**config.mk**
```make
export PLATFORM = sky130hd
export DESIGN_NAME = system_mode_status_regs
export DESIGN_NICKNAME = d
export VERILOG_FILES = /design/src/common/sysctl_pkg.sv /design/src/hdl/system_mode_status_regs.sv
export SDC_FILE = /design/constraint.sdc
export NUM_CORES = 1
export LEC_CHECK = 0
export BUFFER_PORTS_ARGS = -buffer_cell sky130_fd_sc_hd__buf_2
export CORE_UTILIZATION = 40
export DETAILED_ROUTE_END_ITERATION = 7
export PLACE_DENSITY = 0.81
export SETUP_SLACK_MARGIN = 0.5
export SYNTH_ARGS = -nofsm -noshare
export SYNTH_HDL_FRONTEND = slang
export SYNTH_SLANG_ARGS = --single-unit
```
**constraint.sdc**
```tcl
create_clock -name clk_sys -period 1.7 [get_ports clk_sys]
set_input_delay 0.255 -clock clk_sys [delete_from_list [all_inputs] [get_ports clk_sys]]
set_output_delay 0.255 -clock clk_sys [all_outputs]
set_load 0.03 [all_outputs]
```
**src/common/sysctl_pkg.sv**
```systemverilog
`default_nettype none
package sysctl_pkg;

  // ----------------------------------------
  // register map (printed offsets are word indices)
  // ----------------------------------------
  localparam logic [15:0] MODE_CONTROL_IDX  = 16'h2015;
  localparam logic [15:0] SYSTEM_STATUS_IDX = 16'h2016;
  localparam logic [15:0] IRQ_STATUS_IDX    = 16'h2017;
  localparam logic [15:0] IRQ_MASK_IDX      = 16'h2018;
  localparam logic [17:0] MODE_CONTROL_ADDR  = {MODE_CONTROL_IDX, 2'b00};
  localparam logic [17:0] SYSTEM_STATUS_ADDR = {SYSTEM_STATUS_IDX, 2'b00};
  localparam logic [17:0] IRQ_STATUS_ADDR    = {IRQ_STATUS_IDX, 2'b00};
  localparam logic [17:0] IRQ_MASK_ADDR      = {IRQ_MASK_IDX, 2'b00};

  // ----------------------------------------
  // fields
  // ----------------------------------------
  localparam int RX_SEL_BIT     = 4;
  localparam int UART_BIT       = 5;
  localparam int PWM_DOUBLE_BIT = 6;
  localparam int AUX_INDEP_BIT  = 8;
  localparam int TRIP_BIT       = 0;
  localparam int WDOG_BIT       = 1;
  localparam int POL_BIT        = 2;
  localparam int PHASE_BIT      = 3;
  localparam logic [8:0] MODE_CONTROL_RESET = 9'h000;
  localparam logic [8:0] MODE_CONTROL_MASK  = 9'h170;
  localparam logic [3:0] IRQ_RESET          = 4'h0;

  typedef struct packed {
    logic serialRx;
    logic rxFrameSync;
    logic romResetOut;
    logic romResetOe;
  } serial_route_t;

  typedef struct packed {
    logic pwmDoubleUpdate;
    logic auxIndependent;
  } pwm_mode_t;

endpackage
`default_nettype wire

```
**src/hdl/system_mode_status_regs.sv**
```systemverilog
`default_nettype none

// Operation
// RQ1: receive_pin_select low routes pin A, high routes pin B to the serial receive input.
// RQ2: receive_pin_select resets to zero so pin A is the default source.
// RQ3: uart_mode_select high also feeds pin A to the receive frame-sync input.
// RQ4: uart_mode_select high drives the frame-sync/ROM pin from the core flag.
// RQ5: uart_mode_select low leaves plain serial-port wiring and resets to zero.
// RQ6: bit 6 picks single (0) or double (1) PWM update and resets to zero.
// RQ7: bit 8 picks offset (0) or independent (1) aux PWM mode and resets to zero.
// RQ8: status bit 0 follows the PWM shutdown pin level.
// RQ9: status bit 2 follows the PWM polarity pin level.
// RQ10: status bit 1 is set by a watchdog timeout and survives the reset it causes.
// RQ11: status bit 3 reads zero while the PWM timer counts down, one while it counts up.
// RQ12: unused bits read zero and writes to status or unused bits do nothing.
module system_mode_status_regs
  import sysctl_pkg::*;
(
  input  wire logic          clk_sys,
  input  wire logic          rstn,
  input  wire logic          psel,
  input  wire logic          penable,
  input  wire logic          pwrite,
  input  wire logic [31:0]   paddr,
  input  wire logic [31:0]   pwdata,
  output logic               pready,
  output logic [31:0]        prdata,
  output logic               pslverr,
  input  wire logic          serialRxPinA,
  input  wire logic          serialRxPinB,
  input  wire logic          rxFrameSyncPin,
  input  wire logic          coreFlagOut,
  input  wire logic          pwmShutdownPin,
  input  wire logic          pwmPolarityPin,
  input  wire logic          pwmTimerCountsUp,
  input  wire logic          watchdogTimeout,
  input  wire logic          powerOnReset,
  output serial_route_t      serialRoute,
  output pwm_mode_t          pwmMode,
  output logic               irq
);

  // ----------------------------------------
  // state
  // ----------------------------------------
  logic [8:0] modeControl;
  logic       watchdogFlag;
  logic [3:0] statusLive;
  logic [3:0] statusPrev;
  logic [3:0] irqStatus;
  logic [3:0] irqMask;

  // ----------------------------------------
  // bus decode
  // ----------------------------------------
  wire logic        access   = psel && penable;
  wire logic        wrAccess = access && pwrite;
  wire logic        setupRead = psel && !penable && !pwrite;
  wire logic        hitMode  = paddr[17:0] == MODE_CONTROL_ADDR && paddr[31:18] == 14'h0000;
  wire logic        hitStat  = paddr[17:0] == SYSTEM_STATUS_ADDR && paddr[31:18] == 14'h0000;
  wire logic        hitIrqS  = paddr[17:0] == IRQ_STATUS_ADDR && paddr[31:18] == 14'h0000;
  wire logic        hitIrqM  = paddr[17:0] == IRQ_MASK_ADDR && paddr[31:18] == 14'h0000;
  wire logic        hitAny   = hitMode || hitStat || hitIrqS || hitIrqM;
  wire logic [3:0]  statusWord = {statusLive[PHASE_BIT], statusLive[POL_BIT],
                                  watchdogFlag, statusLive[TRIP_BIT]};
  wire logic [3:0]  statusEdge = statusWord ^ statusPrev;
  wire logic [3:0]  w1c = (wrAccess && hitIrqS) ? pwdata[3:0] : 4'h0;
  logic [31:0]      readMux;

  // unused bits read zero; status is read-only, so writes to it vanish
  always_comb begin
    readMux = 32'h0000_0000;
    if (hitMode) begin
      readMux = {23'h000000, modeControl}; // RQ12
    end else if (hitStat) begin
      readMux = {28'h0000000, statusWord}; // RQ8 RQ9 RQ10 RQ11 RQ12
    end else if (hitIrqS) begin
      readMux = {28'h0000000, irqStatus};
    end else if (hitIrqM) begin
      readMux = {28'h0000000, irqMask};
    end
  end

  assign pready  = 1'b1;
  assign pslverr = access && !hitAny;

  // loaded in setup phase: data already stands at the zero-wait access edge
  always_ff @(posedge clk_sys) begin
    if (!rstn) begin
      prdata <= 32'h0000_0000;
    end else if (setupRead) begin
      prdata <= readMux;
    end
  end

  // ----------------------------------------
  // mode control
  // ----------------------------------------
  always_ff @(posedge clk_sys) begin
    if (!rstn) begin
      modeControl <= MODE_CONTROL_RESET; // RQ2 RQ5 RQ6 RQ7
    end else if (wrAccess && hitMode) begin
      modeControl <= pwdata[8:0] & MODE_CONTROL_MASK; // RQ12
    end
  end

  // ----------------------------------------
  // status sampling
  // ----------------------------------------
  // pins arrive synchronous, so status shows their present level
  assign statusLive = {pwmTimerCountsUp, pwmPolarityPin, 1'b0, pwmShutdownPin}; // RQ8 RQ9 RQ11

  // watchdog flag is not touched by rstn: the timeout itself causes that reset,
  // so only a power-on reset clears it
  always_ff @(posedge clk_sys) begin
    if (watchdogTimeout) begin
      watchdogFlag <= 1'b1; // RQ10
    end else if (powerOnReset) begin
      watchdogFlag <= 1'b0;
    end
  end

  // ----------------------------------------
  // interrupts: any status bit change is an event
  // ----------------------------------------
  always_ff @(posedge clk_sys) begin
    if (!rstn) begin
      statusPrev <= statusWord;
      irqStatus  <= IRQ_RESET;
      irqMask    <= IRQ_RESET;
    end else begin
      statusPrev <= statusWord;
      irqStatus  <= (irqStatus & ~w1c) | statusEdge;
      if (wrAccess && hitIrqM) begin
        irqMask <= pwdata[3:0];
      end
    end
  end

  assign irq = |(irqStatus & irqMask);

  // ----------------------------------------
  // serial port one routing and pwm modes
  // ----------------------------------------
  wire logic uartMode = modeControl[UART_BIT];

  assign serialRoute.serialRx    = modeControl[RX_SEL_BIT] ? serialRxPinB
                                                           : serialRxPinA; // RQ1
  assign serialRoute.rxFrameSync = uartMode ? serialRxPinA : rxFrameSyncPin; // RQ3 RQ5
  assign serialRoute.romResetOut = uartMode ? coreFlagOut : 1'b0; // RQ4
  assign serialRoute.romResetOe  = uartMode; // RQ4 RQ5
  assign pwmMode.pwmDoubleUpdate = modeControl[PWM_DOUBLE_BIT]; // RQ6
  assign pwmMode.auxIndependent  = modeControl[AUX_INDEP_BIT]; // RQ7

  // ----------------------------------------
  // checks
  // ----------------------------------------
  property p_rx_select;
    @(posedge clk_sys) disable iff (!rstn)
      serialRoute.serialRx == (modeControl[RX_SEL_BIT] ? serialRxPinB : serialRxPinA);
  endproperty
  a_rx_select: assert property (p_rx_select) else $error("receive source wrong"); // RQ1

  property p_reset_mode;
    @(posedge clk_sys) !rstn |=> modeControl == 9'h000;
  endproperty
  a_reset_mode: assert property (p_reset_mode) else $error("mode not cleared"); // RQ2

  property p_uart_fs;
    @(posedge clk_sys) disable iff (!rstn)
      uartMode |-> serialRoute.rxFrameSync == serialRxPinA;
  endproperty
  a_uart_fs: assert property (p_uart_fs) else $error("frame sync not from pin A"); // RQ3

  property p_rom_reset;
    @(posedge clk_sys) disable iff (!rstn)
      uartMode |-> serialRoute.romResetOe && serialRoute.romResetOut == coreFlagOut;
  endproperty
  a_rom_reset: assert property (p_rom_reset) else $error("rom reset not driven"); // RQ4

  property p_sport_mode;
    @(posedge clk_sys) disable iff (!rstn)
      !uartMode |-> !serialRoute.romResetOe && serialRoute.rxFrameSync == rxFrameSyncPin;
  endproperty
  a_sport_mode: assert property (p_sport_mode) else $error("extra routing in port mode"); // RQ5

  property p_pwm_write;
    @(posedge clk_sys) disable iff (!rstn)
      wrAccess && hitMode |=> pwmMode.pwmDoubleUpdate == $past(pwdata[6])
        && pwmMode.auxIndependent == $past(pwdata[8]);
  endproperty
  a_pwm_write: assert property (p_pwm_write) else $error("pwm mode not written"); // RQ6

  property p_trip_read;
    @(posedge clk_sys) disable iff (!rstn)
      setupRead && hitStat |=> prdata[TRIP_BIT] == $past(pwmShutdownPin)
        && prdata[31:4] == 28'h0000000;
  endproperty
  a_trip_read: assert property (p_trip_read) else $error("status read wrong"); // RQ8

  property p_wdog_sticky;
    @(posedge clk_sys)
      watchdogTimeout |=> watchdogFlag;
  endproperty
  a_wdog_sticky: assert property (p_wdog_sticky) else $error("watchdog flag not set"); // RQ10

  property p_wdog_keep;
    @(posedge clk_sys)
      watchdogFlag && !powerOnReset |=> watchdogFlag;
  endproperty
  a_wdog_keep: assert property (p_wdog_keep) else $error("watchdog flag lost"); // RQ10

  property p_wdog_clear;
    @(posedge clk_sys)
      powerOnReset && !watchdogTimeout |=> !watchdogFlag;
  endproperty
  a_wdog_clear: assert property (p_wdog_clear) else $error("watchdog flag kept"); // RQ10

  property p_wdog_read;
    @(posedge clk_sys) disable iff (!rstn)
      setupRead && hitStat |=> prdata[WDOG_BIT] == $past(watchdogFlag);
  endproperty
  a_wdog_read: assert property (p_wdog_read) else $error("watchdog bit read wrong"); // RQ10

  property p_pol_read;
    @(posedge clk_sys) disable iff (!rstn)
      setupRead && hitStat |=> prdata[POL_BIT] == $past(pwmPolarityPin);
  endproperty
  a_pol_read: assert property (p_pol_read) else $error("polarity bit read wrong"); // RQ9

  property p_phase_read;
    @(posedge clk_sys) disable iff (!rstn)
      setupRead && hitStat |=> prdata[PHASE_BIT] == $past(pwmTimerCountsUp);
  endproperty
  a_phase_read: assert property (p_phase_read) else $error("phase bit read wrong"); // RQ11

  property p_rx_default;
    @(posedge clk_sys)
      !rstn |=> serialRoute.serialRx == serialRxPinA;
  endproperty
  a_rx_default: assert property (p_rx_default) else $error("pin A not default"); // RQ2

  property p_uart_reset;
    @(posedge clk_sys)
      !rstn |=> !serialRoute.romResetOe && serialRoute.rxFrameSync == rxFrameSyncPin;
  endproperty
  a_uart_reset: assert property (p_uart_reset) else $error("port mode not default"); // RQ5

  property p_pwm_reset;
    @(posedge clk_sys)
      !rstn |=> !pwmMode.pwmDoubleUpdate;
  endproperty
  a_pwm_reset: assert property (p_pwm_reset) else $error("double update after reset"); // RQ6

  property p_aux_reset;
    @(posedge clk_sys)
      !rstn |=> !pwmMode.auxIndependent;
  endproperty
  a_aux_reset: assert property (p_aux_reset) else $error("aux mode after reset"); // RQ7

  property p_rom_low;
    @(posedge clk_sys) disable iff (!rstn)
      !uartMode |-> !serialRoute.romResetOut;
  endproperty
  a_rom_low: assert property (p_rom_low) else $error("rom reset driven in port mode"); // RQ5

  property p_mode_write;
    @(posedge clk_sys) disable iff (!rstn)
      wrAccess && hitMode |=> modeControl[RX_SEL_BIT] == $past(pwdata[RX_SEL_BIT])
        && uartMode == $past(pwdata[UART_BIT]);
  endproperty
  a_mode_write: assert property (p_mode_write) else $error("routing bits not written"); // RQ1 RQ3

  property p_mode_read;
    @(posedge clk_sys) disable iff (!rstn)
      setupRead && hitMode |=> prdata == {23'h000000, $past(modeControl)};
  endproperty
  a_mode_read: assert property (p_mode_read) else $error("mode read wrong"); // RQ1

  property p_mode_unused;
    @(posedge clk_sys) disable iff (!rstn)
      setupRead && hitMode |=> (prdata & ~{23'h000000, MODE_CONTROL_MASK}) == 32'h0000_0000;
  endproperty
  a_mode_unused: assert property (p_mode_unused) else $error("unused mode bit set"); // RQ12

  property p_mode_kept;
    @(posedge clk_sys) disable iff (!rstn)
      !(wrAccess && hitMode) |=> $stable(modeControl);
  endproperty
  a_mode_kept: assert property (p_mode_kept) else $error("mode changed by other write"); // RQ12

  property p_unmapped_read;
    @(posedge clk_sys) disable iff (!rstn)
      setupRead && !hitAny |=> prdata == 32'h0000_0000;
  endproperty
  a_unmapped_read: assert property (p_unmapped_read) else $error("unmapped read nonzero"); // RQ12

  property p_trip_event;
    @(posedge clk_sys) disable iff (!rstn)
      $changed(pwmShutdownPin) |=> irqStatus[TRIP_BIT];
  endproperty
  a_trip_event: assert property (p_trip_event) else $error("trip change not flagged"); // RQ8

  property p_trip_w1c;
    @(posedge clk_sys) disable iff (!rstn)
      wrAccess && hitIrqS && pwdata[TRIP_BIT] && !statusEdge[TRIP_BIT] |=> !irqStatus[TRIP_BIT];
  endproperty
  a_trip_w1c: assert property (p_trip_w1c) else $error("trip flag not cleared"); // RQ8

endmodule
`default_nettype wire

```
== Yosys cells after proc, flatten, opt, wreduce, memory -nomap -nowiden ==
Index checks and enable logic that the tools add are counted.
Operators by class
  eq/ne operators: 4
  mux-type cells: 8
  bitwise gates (word level): 5
  reduce and logical (&&, ||, !) cells: 20
Operator list (count)
  18-bit by 16-bit equality test with 1-bit output (second input constant): 4
  32-bit two-way mux: 1
  4-bit two-way mux: 4
  14-bit zero test: 1
  1-bit logical AND: 12
  4-bit bitwise AND: 2
  4-bit NOT: 1
  4-bit bitwise OR: 1
  4-bit OR reduction: 1
  4-bit bitwise XOR: 1
  1-bit zero test: 3
  1-bit logical OR: 3
  1-bit two-way mux: 3
Storage, ports and cells
  register bits: 49
  input bits: 78
  output and inout bits: 41

== Depth between registers and ports, before layout ==
Gate-level depths: netlist of the first run.
  depth after elaboration: 7
  mapped depth: 6
  depth with buffers taken out: 4

== Worst setup path after synthesis of the first run ==
Ideal clock, no wire load.
  path kind: input port to flip-flop
  start: in paddr[2]
  end: reg irqMask[0]
  setup time: 0.072 ns
  data arrival time: 1.484 ns
  data required time: 1.628 ns
  slack: 0.145 ns
  cell stages on the path: 6
  buffers on the path: 2
  cell sequence: buf_6 > or3b_4 > nor3b_4 > and4_1 > buf_6 > mux2i_1
Between the ends
  word-level cells in the longest chain between the ends: 3
Ends and longest elaborated chain
  start, declared: RTL line system_mode_status_regs.sv:24  | input wire logic [31:0] paddr,
  18-bit by 16-bit equality test with 1-bit output: RTL line system_mode_status_regs.sv:62  | wire logic hitIrqM = paddr[17:0] == IRQ_MASK_ADDR && paddr[31:18] == 14'h0000;
  1-bit logical AND: RTL line system_mode_status_regs.sv:62
  1-bit logical AND: RTL line system_mode_status_regs.sv:134  | if (wrAccess && hitIrqM) begin
  end signal, assigned: RTL line system_mode_status_regs.sv:135  | irqMask <= pwdata[3:0];
  end, declared: RTL line system_mode_status_regs.sv:51  | logic [3:0] irqMask;
Every way passes these cells.
A chain may end at the register's enable or synchronous reset.

== Worst setup path in the final report of the first run ==
  start: in paddr[14]
  end: out pslverr
Between the ends
  word-level cells in the longest chain between the ends: 7
  elaborated cells between the ends (all ways): 13
Ends and longest elaborated chain
  18-bit by 16-bit equality test with 1-bit output (on tied branches): RTL line system_mode_status_regs.sv:59, system_mode_status_regs.sv:60
  1-bit logical AND (on tied branches): RTL line system_mode_status_regs.sv:59, system_mode_status_regs.sv:60
  1-bit logical OR (2 in series): RTL line system_mode_status_regs.sv:63  | wire logic hitAny = hitMode || hitStat || hitIrqS || hitIrqM;
  1-bit logical OR *: RTL line system_mode_status_regs.sv:63
  1-bit zero test *: RTL line system_mode_status_regs.sv:85  | assign pslverr = access && !hitAny;
  1-bit logical AND *: RTL line system_mode_status_regs.sv:85
  end, declared: RTL line system_mode_status_regs.sv:28  | output logic pslverr,
Every way passes the cells marked *; elsewhere a longest branch is shown, timed or not.

==> results of run 1 <==
==> state kept, by name (all words and copies together), names as in the netlist <==
| signal | count |
|---|---|
| irqMask | 4 |
| modeControl | 4 |
| watchdogFlag | 1 |
| prdata | 8 |
| statusPrev | 4 |
| irqStatus | 4 |
==> final timing paths <==
kind / slack (ns) / depth (start not counted) / startpoint / endpoint
max: 0.25 / 5 / paddr[14] / pslverr
min: 0.11 / 1 / pwmTimerCountsUp / statusPrev[3]
max reg2reg: 0.54 / 4 / irqStatus[1] / prdata[1]
min reg2reg: 0.41 / 0 / watchdogFlag / statusPrev[1]
==> power by group <==
part           switching, mW  internal, mW
clock network          0.191         0.166
registers             0.0119         0.601
logic                  0.178         0.117
total                  0.381         0.885
==> worst reg2reg max path: stages, from the launching register on <==
cell and delay [ns]:
sky130_fd_sc_hd__dfxtp_2 0.33, sky130_fd_sc_hd__buf_4 0.13, sky130_fd_sc_hd__mux2_2 0.25, sky130_fd_sc_hd__a22oi_1 0.21, sky130_fd_sc_hd__o32ai_2 0.11
==> repair_timing <==
action	4_1_cts	5_1_grt
pin swaps	13	9
endpoints found under the setup margin	25	25
resized for setup	41	12
setup buffers	7	6
==> stage by stage <==
step	area (um^2)	util [%]
3_3_place_gp	1910	51.8
5_1_grt	2290	62.0
3_5_place_dp	1910	51.8
2_1_floorplan	1700	-
4_1_cts	2190	59.5
6_report	2290	62.0
==> final cells by class <==
type | count | area share, %
Sequential cell | 25 | 22.3
Multi-Input combinational cell | 135 | 46.7
Timing Repair Buffer | 90 | 25.5
Clock inverter | 1 | 0.328
Clock buffer | 3 | 1.81
Inverter | 5 | 0.821
Tap cell | 48 | 2.63
==> layer usage <==
metal / share of wire (%) / vias up / routed length (um) / track usage (%)
met2: 50 / 59 / 1900 / 32.4
met1: 42 / 658 / 1590 / 21.1
met3: 7.5 / 4 / 285 / 4.64
met4: 0.73 / 0 / 28 / 5.00
met5: 0 / - / 0 / 0
li1: - / 731 / - / -
==> cells in the final DEF, fill, tap and decap left out, types with 2 or more instances in the layout <==
cell	instances
sky130_fd_sc_hd__a21oi_1	4
sky130_fd_sc_hd__o21ai_0	5
sky130_fd_sc_hd__nor2_1	5
sky130_fd_sc_hd__mux2_4	2
sky130_fd_sc_hd__clkbuf_8	3
sky130_fd_sc_hd__dfxtp_2	4
sky130_fd_sc_hd__conb_1	25
sky130_fd_sc_hd__buf_4	18
sky130_fd_sc_hd__and4_4	2
sky130_fd_sc_hd__xor2_1	4
sky130_fd_sc_hd__buf_6	14
sky130_fd_sc_hd__nand2_1	27
sky130_fd_sc_hd__o32ai_1	2
sky130_fd_sc_hd__inv_1	5
sky130_fd_sc_hd__nor4_4	10
sky130_fd_sc_hd__a22oi_1	4
sky130_fd_sc_hd__mux2_2	4
sky130_fd_sc_hd__a22oi_2	2
sky130_fd_sc_hd__mux2i_1	8
sky130_fd_sc_hd__o32ai_2	2
sky130_fd_sc_hd__nand3_1	3
sky130_fd_sc_hd__o21a_1	4
sky130_fd_sc_hd__nor2b_1	6
sky130_fd_sc_hd__buf_2	58
sky130_fd_sc_hd__dfxtp_1	20
==> cell families after synthesis <==
group	share of synthesized area, %
and+or+nand+nor	26.5
AOI/OAI and AO/OA	11.4
other	0.486
muxes	9.56
xor gates and xnor gates	2.27
DFF	32.4
buffers and inverters	17.3
==> results.txt, run 1 <==
- The flow ran to the end, and the final reports show no timing, DRC or antenna violations.
- Post-synth design cell area: 1540 um^2
* Overall track demand over capacity in global routing: 18.1%
- Ant diodes: 0
- Floorplan die area: 4110 um^2
- I/O pin cnt: 119
- Summed negative setup slack over all endpoints: 0 ns
- Total Routed Length: 3810 um
- Multi-input gate area in the final layout: 1070 um^2
- Via count normalized by instance count: 4.73
- Counting both buffers and inverters, the worst setup path holds a total of 2.
- Clock net sink count: 25
* Overall Power: 1.27 mW
* Delay-heaviest family, CP: simple AND/OR/NAND/NOR gates
- Timing analysis after detailed placement gives a worst setup slack of -0.000707 ns.
* Vias after detailed routing: 1452
- For this design, the CTS-stage hold fixing added 0 buffers.
- Final Wtd Congestion: 0.837
- In the final routed layout, each cell accounts on average for 12.4 um.
- The worst setup path is of the in -> out kind.
* Worst stage delay on the critical path: 0.28 ns
- Remaining global-route overflow: 0
- In the synthesized netlist the dominant register cell turns out to be sky130_fd_sc_hd__dfxtp_1.
* Cell with the most instances after synthesis: sky130_fd_sc_hd__buf_4
- Period utilisation layout: 85.3%
- Number of CTS-inserted buffers: 3
- After clock tree synthesis, the clock-pin slew on the worst setup and hold paths is 0.09 ns.
* Via count of the first global-routing pass: 1383
- Flops & latches, synth: 25
- For this run, design rule violations remaining after detail routing come to 0.
* Hold violation total from the final report: 0
- Of all cell types, the one taking the most synthesized area is sky130_fd_sc_hd__dfxtp_1.
- Filler Cell Count: 316
- Synthesized area per cell: 8.77 um^2
* Maximum number of buffers from clock root to sink: 2
- Setup violations remaining at the end of the flow were counted as 0.
- First-pass GRT wire length: 5860 um
- VDD sags by at most 269 uV.
* CTS tree: built
- After synthesis, the netlist uses 35 different library cells.
- Between clock sinks in the finished design, the worst skew comes to 0.00875 ns.
- Entering global routing, the biggest net connects 19 pins.
- The die is 64.1 um tall.
* Unrepaired setup endpoints after global routing: yes
* Initial core utilization: 41.9%
- Summed over all cells, the static leakage comes to 1.08 nW.
- Root Buffer: sky130_fd_sc_hd__clkbuf_8
- Starting DRC count in detailed routing: 54
- Max-cap violations: 0
* Cell repeated most along the worst path: sky130_fd_sc_hd__buf_6
- Antenna violations before repair: 0
- Area fraction of the dominant cell type after synthesis: 32.4%
- For this design the ratio of total power to cell area is 553 nW/um^2.
* Core region area: 3690 um^2
* Hold Slack: 0.113 ns
- For this design, the slowest cell found on the critical path is sky130_fd_sc_hd__nor4b_4.
- Final critical-path required period: 1.45 ns
- The total count of max-transition violations in the final report came to 0.
- Layout cell share with drive strength beyond 1: 51.4%
- In this run the core area contains 22 standard-cell rows.
- Number of non-filler instances in the completed layout: 307
- STA puts the critical path data arrival time at 1.19 ns.
- Data on the critical path is required at its endpoint by 1.44 ns.
* EDFF count, synth: 0
- The count of buffers added on input and output ports is 69.
- Antenna-violating nets left: 0
* Peak fanout along the critical path: 2
- Final net count: 338
- Iteration count of the initial detailed-routing pass: 4
* Final WS setup: 0.250 ns
- After technology mapping, the gate count stands at 176.
- Sequential share of the synthesized area: 32.4%
* Cell-by-cell listing of the critical path: buf_6 > nor4b_4 > and4_4 > a41oi_2 > buf_6
- In this run the horizontal extent of the chip is 64.1 um.
- Clock latency on the worst-skew pair, taken at its later pin, is 0.27 ns.
* Reg area: 509 um^2
- CTS built an H-tree with a depth of 1.
- During synthesis, Yosys emitted a total of 0 warnings.
* Post-synth ARST share: 0%
- Including well taps, the total number of placed cells is 290.
* Largest cells by area after synthesis: sky130_fd_sc_hd__dfxtp_1, sky130_fd_sc_hd__buf_4, sky130_fd_sc_hd__nand2_1, sky130_fd_sc_hd__mux2i_1, sky130_fd_sc_hd__mux2_2
* Nature of the critical path startpoint: primary input
* Worst Setup End Kind: output port
- Compared with the post-synthesis result, the final layout area differs by 48.1%.
* Fmax: 690 MHz
- Hold crit path type: in -> reg
* List of most frequent post-synthesis cells: sky130_fd_sc_hd__buf_4, sky130_fd_sc_hd__nand2_1, sky130_fd_sc_hd__dfxtp_1
* Half-perimeter wire length after detailed placement: 2700 um
Note: power is estimated with default switching activity, not from simulation.
==> run 2, diff against run 1 <==
--- a/config.mk
+++ b/config.mk
@@ -6,9 +6,11 @@
 export NUM_CORES = 1
 export LEC_CHECK = 0
 export BUFFER_PORTS_ARGS = -buffer_cell sky130_fd_sc_hd__buf_2
-export CORE_UTILIZATION = 40
+export CORE_UTILIZATION = 41
+export CTS_BUF_LIST = sky130_fd_sc_hd__clkbuf_2
 export DETAILED_ROUTE_END_ITERATION = 7
-export PLACE_DENSITY = 0.81
+export PLACE_DENSITY = 0.82
+export REMOVE_ABC_BUFFERS = 1
 export SETUP_SLACK_MARGIN = 0.5
 export SYNTH_ARGS = -nofsm -noshare
 export SYNTH_HDL_FRONTEND = slang
==> results.txt, run 2 (synthesis gave the netlist of run 1 again) <==
- The starting density of the core is 44.5% (+2.7 points).
- The routed length per instance is 13.3 um (+6.9%).
- The worst setup path is launched from a primary input.
- Peak VDD IR: 380 uV (+42%)
- The largest driver fanout on the critical path was 5 (+3).
- Number of CTS-inserted buffers: 3 (unchanged)
* Number of non-filler instances in the completed layout: 308 (+0.33%)
- Layout cell share with drive strength beyond 1: 53.8% (+2.5 points)
* Largest net degree at the start of global routing: 17 (-2)
- Final critical-path required period: 1.49 ns (+0.0375 ns)
- The die outline width came to 63.4 um (-1.2%).
- The leakage power summed over all cells is 1.02 nW (-5.7%).
- Cell-by-cell listing of the critical path: buf_2 > or3b_4 > o21ai_2 > a41oi_2 > buf_6
- Max-cap violations: 0 (unchanged)
* Antenna-violating nets left: 0 (unchanged)
- The number of global-route vias before repair was 1399 (+1.2%).
* Maximum number of buffers from clock root to sink: 2 (unchanged)
* Leading cell type in the layout, fill and taps excluded: sky130_fd_sc_hd__buf_2
- Final Slew Violations: 0 (unchanged)
- The number of design-rule violations left by the first detailed-router iteration was 40 (-26%).
* Number of input and output port buffers inserted: 69 (unchanged)
- The iteration count of the initial detailed-routing pass was 4 (unchanged).
* Most frequent cells in the layout: sky130_fd_sc_hd__buf_2, sky130_fd_sc_hd__nand2_1, sky130_fd_sc_hd__conb_1, sky130_fd_sc_hd__buf_4, sky130_fd_sc_hd__buf_6
- I/O pin cnt: 119 (unchanged)
- The worst path arrival time is 1.23 ns (+0.04 ns).
- Period utilisation layout: 87.5% (+2.2 points)
* Core region area: 3470 um^2 (-6.0%)
- Crit-path slowest cell: sky130_fd_sc_hd__or3b_4
- Final worst clock skew: 0.0192 ns (+0.0105 ns)
- The residual overflow from global routing is 0 (unchanged).
- Vias after detailed routing: 1504 (+3.6%)
* Fmax: 672 MHz (-2.5%)
* Cell depth of the worst min-delay path: 2 (+1)
- Row count: 21 (-4.5%)
- The number of antenna violations at the first check in global routing came to 0 (unchanged).
- The standard cell area after detailed placement is 1850 um^2 (-3.0%).
- CTS tree: built
- Hold violation total from the final report: 0 (unchanged)
- Via count normalized by instance count: 4.88 (+3.2%)
- First-pass GRT wire length: 6260 um (+6.8%)
- Required time reported for the critical path endpoint: 1.44 ns (about the same)
* Final Wtd Congestion: 0.749 (-11%)
* Setup CP Type: in -> out
- The flow ran to the end, and the final reports show no timing, DRC or antenna violations.
- Die Y: 63.4 um (-1.2%)
* Placed insts: 289 (-0.34%)
- Reg with most FFs: prdata
* Overall track demand over capacity in global routing: 19.6% (+1.5 points)
- The final-report setup violation count was 0 (unchanged).
- Number of cells on the worst reg-to-reg path: 4 (unchanged)
* Final instance area: 2250 um^2 (-1.4%)
- The level count of the clock H-tree was 1 (unchanged).
* Power density normalized to cell area: 508 nW/um^2 (-8.2%)
* Unrepaired setup endpoints after global routing: yes
- The post-placement setup slack is -0.102 ns (-0.101 ns).
* Final routed DRC violation total: 0 (unchanged)
- The area growth from synthesis to layout is 46.0%.
- The routed wire length is 4090 um (+7.2%).
- Hold crit path type: in -> reg
- The total half-perimeter wirelength after legalization and detailed placement was 2680 um (-0.42%).
- The number of clock sinks came to 25 (unchanged).
- Worst Setup End Kind: output port
* Number of flip-flops under the largest register name: 8 (unchanged)
* Worst stage delay on the critical path: 0.40 ns (+0.12 ns)
- Final WS setup: 0.213 ns (-0.0375 ns)
- Floorplan die area: 4020 um^2 (-2.4%)
- The root buffer cell chosen for the clock tree is sky130_fd_sc_hd__clkbuf_2.
* Ant diodes: 0 (unchanged)
- Final net count: 341 (+0.89%)
* Clk Latency, worst-skew pair: 0.36 ns (+0.09 ns)
- Clock transition at the register clock pins on the worst setup and hold paths after CTS: 0.23 ns (+0.14 ns)
-- run 2: metrics by stage --
stage	total power [mW]	hold WS (ns)	setup TNS [ns]	util, %
floorplan	0.764	0.283	0	-
finish	1.15	0.0592	0	65.0
global placement	0.861	0.400	-0.0448	53.4
global route	1.20	0.0157	0	65.0
detailed placement	0.866	0.399	-0.554	53.4
CTS	1.13	0.00288	0	60.5
-- run 2: critical path: cells and delay by family --
| family | cells | cell delay (ns) |
|---|---|---|
| AOI/OAI and AO/OA | 2 | 0.29 |
| and+or+nand+nor | 1 | 0.40 |
| buffers and inverters | 2 | 0.30 |
-- run 2: area by class of cell --
type	count	area, um^2
clock inverters	1	7.51
inverters	5	18.8
flip-flops and latches	25	520
clock buffers	3	15.0
repair buffers	93	652
fillers	300	1210
well taps	46	57.6
multi-input cells	135	983
-- run 2: repair_timing --
item,CTS,global route
hold buffers,0,3
endpoints found under the setup margin,29,36
gates resized for setup,45,33
pin swaps,8,5
endpoints found under the hold margin,0,3
buffers inserted,8,4
-- run 2: final timing paths --
check | slack (ns) | from | end
worst max-delay path | 0.21 | paddr[3] | pslverr
worst min-delay path | 0.06 | watchdogTimeout | watchdogFlag
worst max register to register | 0.60 | irqStatus[1] | prdata[1]
worst min register to register | 0.43 | watchdogFlag | statusPrev[1]
-- run 2: report_power, final --
part           switching, mW  internal (mW)
Clock                  0.187         0.0546
Combinational          0.174          0.112
Sequential            0.0124          0.605
Total                  0.373          0.772
-- run 2: routing by layer --
metal	routed length [um]	track usage (%)	vias up
met5	0	0	-
met1	1700	24.8	691
met4	49	6.25	0
met2	2070	33.5	70
met3	269	3.26	6
li1	-	-	737
==> run 3, diff against run 2 <==
==> constraint.sdc (replaced) <==
create_clock -name clk_sys -period 1.7 [get_ports clk_sys]
set_input_delay 0.17 -clock clk_sys [delete_from_list [all_inputs] [get_ports clk_sys]]
set_output_delay 0.17 -clock clk_sys [all_outputs]
set_load 0.03 [all_outputs]
==> results.txt, run 3 (synthesis gave the netlist of run 1 again) <==
* Outcome: finished, final reports clean
* Hold wc startpoint: pwdata[5]
- The pin count of the biggest net entering global routing came to 17 (unchanged).
- Cell-by-cell listing of the critical path: mux2_4 > buf_6
- Crit-path slowest cell: sky130_fd_sc_hd__dfxtp_2
* Final routed DRC violation total: 0 (unchanged)
* Antenna-violating nets left: 0 (unchanged)
- Clock share of power: 20.5% (-0.6 points)
- The switching share of power came to 32.5% (-0.099 points).
- The cell-internal power came to 0.776 mW (+0.51%).
- Clock tree synthesis selected as its root buffer the cell sky130_fd_sc_hd__clkbuf_2.
- Remaining global-route overflow: 0 (unchanged)
- STA classifies the critical path endpoint as an output port.
- Net switching component of the power: 0.374 mW (about the same)
- Via count normalized by instance count: 4.91 (+0.54%)
- Grouping stages by cell kind, the critical path spends the most delay in flip-flops.
* Worst stage delay on the critical path: 0.41 ns (about the same)
* Peak fanout along the critical path: 2 (-3)
- Half-perimeter wire length after detailed placement: 2630 um (-1.9%)
* Unrepaired setup endpoints after global routing: yes
- Overall Power: 1.15 mW (+0.37%)
- The min-delay analysis places its worst path in the category in -> reg.
- The die outline width is 63.4 um (unchanged).
- Area after DPL: 1850 um^2 (unchanged)
- The number of core rows was 21 (unchanged).
* Hold violation total from the final report: 0 (unchanged)
- Final count of negative-setup-slack endpoints: 0 (unchanged)
- The CTS buffer count came to 3 (unchanged).
* Clock transition at the register clock pins on the worst setup and hold paths after CTS: 0.23 ns (about the same)
* Maximum number of buffers from clock root to sink: 2 (unchanged)
- The relative contribution of combinational cells to total power is 25.9% (+0.9 points).
- Final Slew Violations: 0 (unchanged)
- The net total in the final layout is 343 (+0.59%).
- The critical path is of the reg -> out type.
* Endpoint of the worst hold path: modeControl[5]
* CTS H-tree lvls: 1 (unchanged)
- Reg with most FFs: prdata
- Required time reported for the critical path endpoint: 1.53 ns (+0.09 ns)
* Clock net sink count: 25 (unchanged)
- Final WS setup: 0.321 ns (+0.108 ns)
- The post-placement setup slack is -0.000683 ns (+0.101 ns).
- Nature of the critical path startpoint: register
- The number of design-rule violations left by the first detailed-router iteration came to 48 (+20%).
* Worst reg-to-reg setup slack: 0.68 ns (+0.08 ns)
* Fmax: 725 MHz (+7.8%)
- Pleak: 1.05 nW (+2.5%)
- Average wire length per cell after detail routing: 13.0 um (-1.9%)
* I/O pin cnt: 119 (unchanged)
- Signal arrival time at the worst endpoint: 1.21 ns (-0.02 ns)
* Floorplan die area: 4020 um^2 (unchanged)
- CTS tree: built
- Overall track demand over capacity in global routing: 18.7% (-0.93 points)
* Core region area: 3470 um^2 (unchanged)
- The number of inserted filler cells in the final layout was 289 (-3.7%).
- Clk Latency, worst-skew pair: 0.35 ns (about the same)
* Final instance area: 2270 um^2 (+0.55%)
- Number of cells on the worst reg-to-reg path: 3 (-1)
* Power density normalized to cell area: 507 nW/um^2 (-0.19%)
- Antenna violations before repair: 0 (unchanged)
- The die extent in y is 63.4 um (unchanged).
* Area growth from synthesis to layout: 46.8%
* Final worst clock skew: 0.00623 ns (-0.0130 ns)
* Total Routed Length: 4040 um (-1.3%)
- The most critical setup path has its startpoint at modeControl[5].
- The register area was 510 um^2 (-1.9%).
- The starting density of the core was 44.5% (unchanged).
- The count of max-cap constraint violations was 0 (unchanged).
- The endpoint identified for the worst register-to-register timing path is prdata[1].
- The number of antenna repair diodes came to 0 (unchanged).
* Layout cell share with drive strength beyond 1: 50.4% (-3.4 points)
* Period utilisation layout: 81.1% (-6.4 points)
- Depth of the critical timing path with buffers and inverters included: 2 (-3)
- Multi-input gate area in the final layout: 1020 um^2 (+3.8%)
- Iteration count of the initial detailed-routing pass: 4 (unchanged)
* Peak VDD IR: 490 uV (+29%)
- Number of input and output port buffers inserted: 69 (unchanged)
- Cell depth of the worst min-delay path: 3 (+1)
* First-pass GRT wire length: 5940 um (-5.1%)
- The buffer and inverter count on the worst path is 1 (-1).
* Via count of the first global-routing pass: 1299 (-7.1%)
- Critical register-to-register path startpoint: watchdogFlag
- Final Wtd Congestion: 0.734 (-2.0%)
* Vias after detailed routing: 1522 (+1.2%)
- Leading cell type in the layout, fill and taps excluded: sky130_fd_sc_hd__buf_2
* Final critical-path required period: 1.38 ns (-0.108 ns)
* Number of flip-flops under the largest register name: 8 (unchanged)
- Most frequent cells in the layout: sky130_fd_sc_hd__buf_2, sky130_fd_sc_hd__nand2_1, sky130_fd_sc_hd__conb_1, sky130_fd_sc_hd__dfxtp_1, sky130_fd_sc_hd__buf_4
- Flop pwr share: 53.6% (-0.3 points)
==> run 3: tightest hold or removal path: stages <==
cell	delay [ns]
sky130_fd_sc_hd__buf_2	0.09
sky130_fd_sc_hd__nand2_1	0.05
sky130_fd_sc_hd__mux2i_1	0.05
==> run 3: worst max-delay path by stage <==
stage | end | slack [ns]
2_1_floorplan | prdata[0] | 0.16
3_3_place_gp | modeControl[4] | 0.07
3_5_place_dp | modeControl[4] | -0.0007
4_1_cts | serialRoute[3] | 0.33
5_1_grt | serialRoute[2] | 0.27
6_report | serialRoute[2] | 0.32
==> run 3: per-stage QoR <==
step | TNS (ns) | hold slack (ns) | cells | utilization (%)
floorplan | 0 | 0.198 | 165 | -
global placement | 0 | 0.316 | 289 | 53.4
detailed placement | -0.000683 | 0.318 | 289 | 53.4
CTS | 0 | 0.00636 | 305 | 61.8
global route | 0 | 0.00765 | 310 | 65.4
finish | 0 | 0.0229 | 310 | 65.4
==> run 3: routing by layer <==
layer	wire length, um	global-route usage [%]	vias up
met4	125	8.24	0
met5	0	0	-
li1	-	-	742
met1	1590	22.4	680
met3	336	3.26	12
met2	1980	32.2	88
==> run 3: timing repair <==
action	in CTS	in global routing
gates resized for setup	40	20
endpoints found under the setup margin	16	17
hold buffers	4	1
pin swaps	10	8
cloned	0	0
buffers inserted	8	4
hold endpoints to repair	4	1
==> run 3: power by group through the flow <==
| stage | sequential (mW) | combinational (mW) | clock [mW] |
|---|---|---|---|
| 2_1_floorplan | 0.623 | 0.141 | 0 |
| 3_3_place_gp | 0.626 | 0.235 | 0 |
| 3_5_place_dp | 0.626 | 0.239 | 0 |
| 4_1_cts | 0.616 | 0.283 | 0.243 |
| 5_1_grt | 0.620 | 0.319 | 0.268 |
| 6_report | 0.616 | 0.298 | 0.235 |
==> run 3: cell type report <==
cell class | count | area share [%]
Timing Repair Buffer | 95 | 28.2
Clock inverter | 1 | 0.221
Inverter | 5 | 0.828
Tap cell | 46 | 2.54
Sequential cell | 25 | 22.5
Multi-Input combinational cell | 135 | 45.0
Clock buffer | 3 | 0.662
